`src/logic/mmef_pkg.sv`:
```
package mmef_pkg;

  // Clock rate
  localparam int CLK_MHZ = 250;

  // Monitored word fields
  localparam int RTA_MSB = 15;
  localparam int RTA_LSB = 11;
  localparam int TR_BIT  = 10;
  localparam int SA_MSB  = 9;
  localparam int SA_LSB  = 5;
  localparam int WC_MSB  = 4;
  localparam int WC_LSB  = 0;
  localparam int MC_DATA_BIT   = 4;
  localparam int STAT_BUSY_BIT = 3;
  localparam int STAT_FLG_MSB  = 10;

  localparam logic [4:0]  SA_MODE_LO  = 5'h00;
  localparam logic [4:0]  SA_MODE_HI  = 5'h1F;
  localparam logic [4:0]  BCAST_ADDR  = 5'h1F;
  localparam logic [4:0]  WC_ZERO     = 5'h00;
  localparam logic [5:0]  WC_FULL     = 6'h20;
  localparam logic [5:0]  ONE_WORD    = 6'h01;
  localparam logic [5:0]  NO_WORDS    = 6'h00;
  localparam logic [10:0] STAT_FLG_NONE = 11'h000;

  // Information word bit positions
  localparam int IW_EO    = 12;
  localparam int IW_RR    = 11;
  localparam int IW_IGE   = 10;
  localparam int IW_TO    = 9;
  localparam int IW_GDB   = 8;
  localparam int IW_ROLL  = 7;
  localparam int IW_SFS   = 6;
  localparam int IW_LE    = 5;
  localparam int IW_SE    = 4;
  localparam int IW_WE    = 3;
  localparam int IW_RTRT_GAP_SYNC_ADDR_ERROR = 2;
  localparam int IW_CW2   = 1;
  localparam int IW_COMMAND_CONTENT_ERROR  = 0;
  localparam logic [12:0] FLAGS_CLR = 13'h0000;
  // Flags that feed the summary bit directly
  localparam logic [12:0] EO_MASK = 13'h063C;

  // Monitor configuration register fields
  localparam int CFG_TO_MSB = 15;
  localparam int CFG_TO_LSB = 14;
  localparam int CFG_GAPCHK = 12;
  localparam logic [15:0] CFG_RESET = 16'h0000;

  // Register port map
  localparam logic [3:0] REG_CFG  = 4'h0;
  localparam logic [3:0] REG_INFO = 4'h1;
  localparam logic [3:0] REG_LIVE = 4'h2;

  // Bus timing, from end of word (mid-parity) to next mid-sync
  localparam int STAT_MIN_NS   = 4000;
  localparam int CONTIG_MAX_NS = 3000;
  localparam int STAT_MIN_CYC   = (STAT_MIN_NS * CLK_MHZ + 999) / 1000;
  localparam int CONTIG_MAX_CYC = (CONTIG_MAX_NS * CLK_MHZ) / 1000;
  localparam logic [15:0] GAP_MAX = 16'hFFFF;

  typedef enum logic [2:0] {
    ST_IDLE   = 3'b000,
    ST_BCDATA = 3'b001,
    ST_STAT   = 3'b011,
    ST_RTDATA = 3'b010,
    ST_STAT2  = 3'b110
  } mmef_st_t;

endpackage : mmef_pkg

```
`src/logic/mmef_monitor_flags.sv`:
```
// Chosen here: the plain strobed port and the register offsets.
`timescale 1ns/100ps
// Operation
// - Receive mode code 0 to 15 sets content error, summary untouched.
// - Two contiguous command words mark the message as RT-to-RT.
// - Illegal gap inside a message sets the illegal gap flag.
// - Missing status within the selected timeout sets the timeout flag.
// - Good block set for error-free messages, cleared otherwise, at message end.
// - Busy status without transmit data is not an error.
// - Buffer pointer wrap during the message sets the rollover flag.
// - Any status bit set in a status response sets the status flag.
// - Fewer data words than the command word count sets length error.
// - No length error on busy status or on transmit timeout.
// - Wrong sync type on receive data or status word sets sync error.
// - Manchester, bit count or parity error sets invalid word flag.
// - With gap check on, RT-RT status under 4 us sets bit 2.
// - Invalid status word in RT-RT message sets bit 2.
// - RT-RT status address differing from its command sets bit 2.
// - Second RT-RT command with receive direction sets bit 1.
// - Second RT-RT command with mode subaddress sets bit 1.
// - Second RT-RT command with same address as first sets bit 1.
// - Second RT-RT command with word error sets bit 1.
// - Summary is OR of error bits and superseding, minus listed exceptions and bit 1 from mode subaddress or same address.
module mmef_monitor_flags
  import mmef_pkg::*;
#(
  parameter int TO0_NS = 18000,
  parameter int TO1_NS = 22000,
  parameter int TO2_NS = 50000,
  parameter int TO3_NS = 130000
) (
  input  wire logic        sys_clk_i,
  input  wire logic        rst_n_i,
  input  wire logic        sync_det_i,
  input  wire logic        word_valid_i,
  input  wire logic        word_cmd_sync_i,
  input  wire logic        word_err_i,
  input  wire logic [15:0] word_data_i,
  input  wire logic        buf_rollover_i,
  input  wire logic [3:0]  reg_addr_i,
  input  wire logic [15:0] reg_wdata_i,
  input  wire logic        reg_wr_i,
  input  wire logic        reg_rd_i,
  output logic      [15:0] reg_rdata_o,
  output logic      [15:0] info_word_o,
  output logic             info_valid_o
);

  localparam int TO0_CYC = (TO0_NS * CLK_MHZ + 999) / 1000;
  localparam int TO1_CYC = (TO1_NS * CLK_MHZ + 999) / 1000;
  localparam int TO2_CYC = (TO2_NS * CLK_MHZ + 999) / 1000;
  localparam int TO3_CYC = (TO3_NS * CLK_MHZ + 999) / 1000;

  typedef struct packed {
    mmef_st_t    st;
    logic [15:0] gap;
    logic        in_word;
    logic [15:0] cfg;
    logic [15:0] info;
    logic        info_vld;
    logic [15:0] rd;
    logic [12:0] fl;
    logic [15:0] cmd1;
    logic [15:0] cmd2;
    logic [5:0]  wexp;
    logic [5:0]  wcnt;
    logic        tx;
    logic        bcast;
    logic        busy;
    logic        rtrt;
  } mmef_state_t;

  mmef_state_t q;
  mmef_state_t n;

  logic [15:0] to_cyc;
  logic        end_msg;
  logic        mode;
  logic        eo;
  logic [4:0]  exp_addr;

  always_comb begin
    unique case (q.cfg[CFG_TO_MSB:CFG_TO_LSB])
      2'h0: to_cyc = 16'(TO0_CYC);
      2'h1: to_cyc = 16'(TO1_CYC);
      2'h2: to_cyc = 16'(TO2_CYC);
      2'h3: to_cyc = 16'(TO3_CYC);
    endcase
  end

  always_comb begin
    n        = q;
    end_msg  = 1'b0;
    mode     = 1'b0;
    eo       = 1'b0;
    exp_addr = q.cmd1[RTA_MSB:RTA_LSB];
    n.info_vld = 1'b0;
    n.rd       = 16'h0000;

    // Register port
    if (reg_wr_i && reg_addr_i == REG_CFG) begin
      n.cfg = reg_wdata_i;
    end
    if (reg_rd_i) begin
      unique case (reg_addr_i)
        REG_CFG:  n.rd = q.cfg;
        REG_INFO: n.rd = q.info;
        REG_LIVE: n.rd = {3'h0, q.fl};
        default:  n.rd = 16'h0000;
      endcase
    end

    // Dead-time counter, mid-parity to next mid-sync
    if (word_valid_i) begin
      n.gap     = 16'h0000;
      n.in_word = 1'b0;
    end else if (sync_det_i) begin
      n.in_word = 1'b1;
    end else if (!q.in_word && q.gap != GAP_MAX) begin
      n.gap = q.gap + 16'h0001;
    end

    if (q.st != ST_IDLE && buf_rollover_i) begin
      n.fl[IW_ROLL] = 1'b1;
    end

    if (word_valid_i) begin
      unique case (q.st)
        ST_IDLE: begin
          if (word_cmd_sync_i && !word_err_i) begin
            n.fl    = FLAGS_CLR;
            n.cmd1  = word_data_i;
            n.wcnt  = NO_WORDS;
            n.rtrt  = 1'b0;
            n.busy  = 1'b0;
            n.tx    = word_data_i[TR_BIT];
            n.bcast = word_data_i[RTA_MSB:RTA_LSB] == BCAST_ADDR;
            mode    = word_data_i[SA_MSB:SA_LSB] == SA_MODE_LO || word_data_i[SA_MSB:SA_LSB] == SA_MODE_HI;
            if (mode) begin
              n.wexp = word_data_i[MC_DATA_BIT] ? ONE_WORD : NO_WORDS;
              if (!word_data_i[TR_BIT] && !word_data_i[MC_DATA_BIT]) begin
                n.fl[IW_COMMAND_CONTENT_ERROR] = 1'b1;
              end
            end else begin
              n.wexp = (word_data_i[WC_MSB:WC_LSB] == WC_ZERO) ? WC_FULL : {1'b0, word_data_i[WC_MSB:WC_LSB]};
            end
            if (n.bcast && n.tx) begin
              if (!mode) begin
                n.fl[IW_COMMAND_CONTENT_ERROR] = 1'b1;
                eo = 1'b1;
              end
              end_msg = 1'b1;
            end else if (!n.tx && n.wexp != NO_WORDS) begin
              n.st = ST_BCDATA;
            end else if (n.bcast) begin
              end_msg = 1'b1;
            end else begin
              n.st = ST_STAT;
            end
          end
        end
        ST_BCDATA: begin
          if (word_err_i) begin
            n.fl[IW_WE] = 1'b1;
          end
          if (word_cmd_sync_i && q.wcnt == NO_WORDS && !q.bcast) begin
            n.rtrt      = 1'b1;
            n.fl[IW_RR] = 1'b1;
            n.cmd2      = word_data_i;
            n.tx        = 1'b1;
            mode = word_data_i[SA_MSB:SA_LSB] == SA_MODE_LO || word_data_i[SA_MSB:SA_LSB] == SA_MODE_HI;
            if (!word_data_i[TR_BIT] || word_err_i) begin
              n.fl[IW_CW2] = 1'b1;
              eo = 1'b1;
            end
            if (mode || word_data_i[RTA_MSB:RTA_LSB] == q.cmd1[RTA_MSB:RTA_LSB]) begin
              n.fl[IW_CW2] = 1'b1;
            end
            n.wexp = (word_data_i[WC_MSB:WC_LSB] == WC_ZERO) ? WC_FULL : {1'b0, word_data_i[WC_MSB:WC_LSB]};
            n.st   = ST_STAT;
          end else begin
            if (word_cmd_sync_i) begin
              n.fl[IW_SE] = 1'b1;
            end
            n.wcnt = q.wcnt + ONE_WORD;
            if (n.wcnt == q.wexp) begin
              if (q.bcast) begin
                end_msg = 1'b1;
              end else begin
                n.st = ST_STAT;
              end
            end
          end
        end
        ST_STAT, ST_STAT2: begin
          if (word_err_i) begin
            n.fl[IW_WE] = 1'b1;
          end
          if (!word_cmd_sync_i) begin
            n.fl[IW_SE] = 1'b1;
          end
          if (word_data_i[STAT_FLG_MSB:0] != STAT_FLG_NONE) begin
            n.fl[IW_SFS] = 1'b1;
          end
          n.busy = word_data_i[STAT_BUSY_BIT];
          if (q.rtrt) begin
            exp_addr = (q.st == ST_STAT) ? q.cmd2[RTA_MSB:RTA_LSB] : q.cmd1[RTA_MSB:RTA_LSB];
            if (q.cfg[CFG_GAPCHK] && q.gap < 16'(STAT_MIN_CYC)) begin
              n.fl[IW_RTRT_GAP_SYNC_ADDR_ERROR] = 1'b1;
            end
            if (word_err_i || !word_cmd_sync_i) begin
              n.fl[IW_RTRT_GAP_SYNC_ADDR_ERROR] = 1'b1;
            end
            if (word_data_i[RTA_MSB:RTA_LSB] != exp_addr) begin
              n.fl[IW_RTRT_GAP_SYNC_ADDR_ERROR] = 1'b1;
            end
          end
          if (q.st == ST_STAT && q.tx && !n.busy && q.wexp != NO_WORDS) begin
            n.st = ST_RTDATA;
          end else if (q.st == ST_STAT && q.rtrt && !n.busy) begin
            n.st = ST_STAT2;
          end else begin
            end_msg = 1'b1;
          end
        end
        ST_RTDATA: begin
          if (word_err_i) begin
            n.fl[IW_WE] = 1'b1;
          end
          if (word_cmd_sync_i && !word_err_i) begin
            eo      = 1'b1;
            end_msg = 1'b1;
          end else begin
            if (word_cmd_sync_i) begin
              n.fl[IW_SE] = 1'b1;
            end
            n.wcnt = q.wcnt + ONE_WORD;
            if (n.wcnt == q.wexp) begin
              if (q.rtrt) begin
                n.st = ST_STAT2;
              end else begin
                end_msg = 1'b1;
              end
            end
          end
        end
        default: n.st = ST_IDLE;
      endcase
    end else if (!q.in_word && q.st != ST_IDLE) begin
      if ((q.st == ST_STAT || q.st == ST_STAT2) && q.gap >= to_cyc) begin
        n.fl[IW_TO] = 1'b1;
        end_msg = 1'b1;
      end else if ((q.st == ST_BCDATA || q.st == ST_RTDATA) && q.gap > 16'(CONTIG_MAX_CYC)) begin
        n.fl[IW_IGE] = 1'b1;
        if (!q.busy) begin
          n.fl[IW_LE] = 1'b1;
        end
        end_msg = 1'b1;
      end
    end

    if (end_msg) begin
      n.fl[IW_EO]  = eo || q.fl[IW_EO] || ((n.fl & EO_MASK) != FLAGS_CLR);
      n.fl[IW_GDB] = !n.fl[IW_EO];
      n.info       = {3'h0, n.fl};
      n.info_vld   = 1'b1;
      n.st         = ST_IDLE;
    end else if (eo) begin
      n.fl[IW_EO] = 1'b1;
    end
  end

  always_ff @(posedge sys_clk_i or negedge rst_n_i) begin
    if (!rst_n_i) begin
      q.st       <= ST_IDLE;
      q.gap      <= GAP_MAX;
      q.in_word  <= 1'b0;
      q.cfg      <= CFG_RESET;
      q.info     <= 16'h0000;
      q.info_vld <= 1'b0;
      q.rd       <= 16'h0000;
      q.fl       <= FLAGS_CLR;
      q.cmd1     <= 16'h0000;
      q.cmd2     <= 16'h0000;
      q.wexp     <= NO_WORDS;
      q.wcnt     <= NO_WORDS;
      q.tx       <= 1'b0;
      q.bcast    <= 1'b0;
      q.busy     <= 1'b0;
      q.rtrt     <= 1'b0;
    end else begin
      q <= n;
    end
  end

  assign reg_rdata_o  = q.rd;
  assign info_word_o  = q.info;
  assign info_valid_o = q.info_vld;

endmodule : mmef_monitor_flags

```
`config.mk`:
```
export PLATFORM = sky130hd
export DESIGN_NAME = mmef_monitor_flags
export DESIGN_NICKNAME = d
export VERILOG_FILES = /design/src/logic/mmef_pkg.sv /design/src/logic/mmef_monitor_flags.sv
export SDC_FILE = /design/constraint.sdc
export NUM_CORES = 1
export LEC_CHECK = 0
export BUFFER_PORTS_ARGS = -buffer_cell sky130_fd_sc_hd__buf_2
export CORE_MARGIN = 8
export CORE_UTILIZATION = 62
export DETAILED_ROUTE_END_ITERATION = 10
export PLACE_DENSITY = 0.86
export SLEW_MARGIN = 40
export SYNTH_ARGS = -nofsm -noshare
export SYNTH_HDL_FRONTEND = slang
export SYNTH_SLANG_ARGS = --single-unit
export TNS_END_PERCENT = 5
```
`constraint.sdc`:
```
create_clock -name sys_clk_i -period 5.2 [get_ports sys_clk_i]
set_clock_uncertainty 0.1 [all_clocks]
set_input_delay 1.3 -clock sys_clk_i [delete_from_list [all_inputs] [get_ports sys_clk_i]]
set_output_delay 1.3 -clock sys_clk_i [all_outputs]
set_load 0.02 [all_outputs]
```
==> impl_metrics.toml <==
[sta]
fin_ws_ns = 1.94
period_share_pct = 62.7
slew_viol_final = 0
rsz0062_at_grt = "no"
maxSlewHeadroom_pct = 47.9
fin_tns_setup_ns = 0
hold-worst-slack_ns = 0.422
fmax_mhz = 307
layout_min_cycle_time_ns = 3.26
tightest_slew_ns = 0.776
finalHoldViolCount = 0
setup_viol = 0

[place]
dpl_cell_area_mm2 = 0.00592
port_buffers = 74
gp_congestion = 0.937
place_ws_ns = 1.57
dp_hpwl_mm = 9.84

[floorplan]
ios = 78
die_x_um = 112
row_count = 35
die_h_um = 112
die_area_mm2 = 0.0125
start_util_pct = 62.8
coreArea_mm2 = 0.00906

[clock_network]
cts.path.max_buffers = 2
clkLatencyLatePin_ns = 0.38
cts.sinks = 105
cts_max_level = 3
cts_tree = "built"
path_clk_slew_ns = 0.12
cts_root_buf = "clkbuf_8"
cts_hold_buf = 0
cts_buffers = 9
cts_resized = 0
post-cts-setup-buffers = 0

[global_route]
gr-total-overflow = 0
antenna_found_initial = 0
first_global_vias = 4533
grt_pass1_wl_mm = 22.3
grt_max_degree = 68
grt_use_total_pct = 21.8

[power]
p_per_area_mw_per_mm2 = 402
power_leakage_uw = 0.00283
peakVddDrop_v = 0.000207

[layout]
diodes = 0
syn_to_final_growth_pct = 7.88
multiInputGateArea_mm2 = 0.00269
final_cell_mix = "dfrtp_1, buf_2, nand2_1"
post-route-util_pct = 67.8
drive_above_1_share_pct = 26.1
layout_commonest_cell = "dfrtp_1"
fill_cells = 697
seq_area_mm2 = 0.00265
nNetsFinal = 648
finalInstanceArea_mm2 = 0.00615

[routing]
firstDrtPassIters = 6
drt_iter0_drc = 374
routedWlPerCell_um = 18.7
routed_via_density = 6.21
vias = 4387
postRouteAntennaNets = 0
drcViolationCount = 0
wl_mm = 13.2

[critical_path]
slowest_delay_ns = 0.54
cp_max_fo = 18
rr_endpoint = "info_word_o[5]$_DFFE_PN0P_"
critPathKind = "primary input to register"
critPathSlowestCell = "or4_4"
critical_path_arrival_ns = 3.43
r2r-start = "q[127]$_DFFE_PN0P_"
critPathCaptureType = "register"
cp_cell_sequence = "buf_2, or4_4, nor3_4, o31ai_2, o211a_1, a21oi_4, mux2_2"
setup.worst_path.start = "word_data_i[5]"
cp-start-kind = "primary input"
rr_worst_depth = 6
r2r_setup_slack_ns = 2.33
cp-endpoint = "info_word_o[5]$_DFFE_PN0P_"
cp.required_ns = 5.37

[logic_synthesis]
seq_area_frac_synth_pct = 46.5
synth_cells = 553
ys_types = 70
synth_edf_count = 0
syn_area_per_cell_um2 = 10.3
yosys_warnings = 0
synth.cell_area_mm2 = 0.00570
ys.flop_type = "dfrtp_1"
async_flop_share_pct = 100
ys_seq_elements = 105

[worst_hold_path]
hold_path_startpoint = "q[47]$_DFFE_PN0P_"
hold_class = "register to register"

[job]
drv_cap = 0

[status]
outcome = "finished clean"
==> how the worst min path moves through the flow <==
stage	end	slack, ns	cells after the start
after floorplan	q[53]$_DFF_PN0_	0.36	1
after global placement	q[43]$_DFFE_PN0P_	0.38	2
after detailed placement	q[1]$_DFFE_PN0P_	0.38	1
after CTS	q[1]$_DFFE_PN0P_	0.42	1
after global routing	q[95]$_DFFE_PN0P_	0.43	1
final	q[47]$_DFFE_PN0P_	0.42	2
==> cell usage after synthesis (2+ instances only) <==
cell type  instances  area share [%]
a2111o_1           3            0.59
a211oi_1           6            0.79
a21o_1             2            0.26
a21oi_1           18             1.6
a21oi_4            2            0.57
a222oi_1          13             2.3
a22o_1            10             1.5
a31oi_1            6            0.66
a32o_1             4            0.70
and2_1             5            0.55
and3_1            11             1.2
and4_1             2            0.31
buf_2              5            0.44
buf_4             33             4.3
clkbuf_1          12            0.79
dfrtp_1           89              39
dfstp_2           16             7.4
ha_1              13             2.9
inv_1             17             1.1
mux2_2            29             5.7
mux2_4             2            0.53
mux2i_1            2            0.35
nand2_1           54             3.6
nand2b_1           7            0.77
nand3_1           15             1.3
nand3b_1           2            0.26
nand4_1            6            0.66
nand4b_1           3            0.46
nor2_1            46             3.0
nor2b_1            9            0.99
nor3_1            10            0.88
nor4_1             4            0.44
nor4b_1            4            0.61
o21a_1             4            0.53
o21ai_0           21             1.8
o21ai_1            3            0.26
o21bai_1           2            0.26
o31a_1             2            0.31
or3_1              5            0.55
xnor2_1            8             1.2
xor2_1            19             2.9
==> sequential cells by signal, summed over array words and instances (netlist names) <==
name	count
q	75
reg_rdata_o	16
info_word_o	13
info_valid_o	1
==> metrics by stage <==
step	total power, uW	std cells
after global placement	1900	690
final	2470	706
after CTS	2480	706
after global routing	2620	706
after floorplan	1750	555
after detailed placement	1940	690
==> worst max-delay path: cells and delay by family <==
family | cells | cell delay, ns
buf+inv | 1 | 0.10
mux | 1 | 0.41
simple gates | 2 | 0.71
compound gates | 3 | 0.90
==> report_power, final <==
part	total [uW]	leakage, uW	internal, uW	switching [uW]
sequential	1180	0.00131	991	189
clock	529	0.000107	197	332
combinational	763	0.00141	333	430
==> per-layer routing <==
| metal | wire, um | vias to the layer above | global-route usage, % |
|---|---|---|---|
| met5 | 0 | - | 0 |
| li1 | - | 2039 | - |
| met3 | 849 | 11 | 5.52 |
| met2 | 6480 | 161 | 36.5 |
| met4 | 126 | 0 | 5.93 |
| met1 | 5780 | 2176 | 27.4 |
==> layout make-up <==
type                       instances  share of cell area [%]
tap                              111                    2.26
clock buffer                       9                    2.02
multi-input combinational        381                    43.7
sequential                       105                    43.1
inverter                          17                    1.04
timing repair buffer              76                    6.37
clock inverter                     7                    1.53
==> cell families after synthesis <==
logic type,count (synthesis),synth area share [%]
XOR/XNOR,27,4.15
AO/OA/AOI/OAI,110,14.5
flip-flops,105,46.5
AND/OR/NAND/NOR,195,18.3
adder cells (fa/ha/maj),13,2.86
other,1,0.0658
multiplexers,33,6.61
buffers and inverters,69,7.03
(Power assumes the default switching activity.)
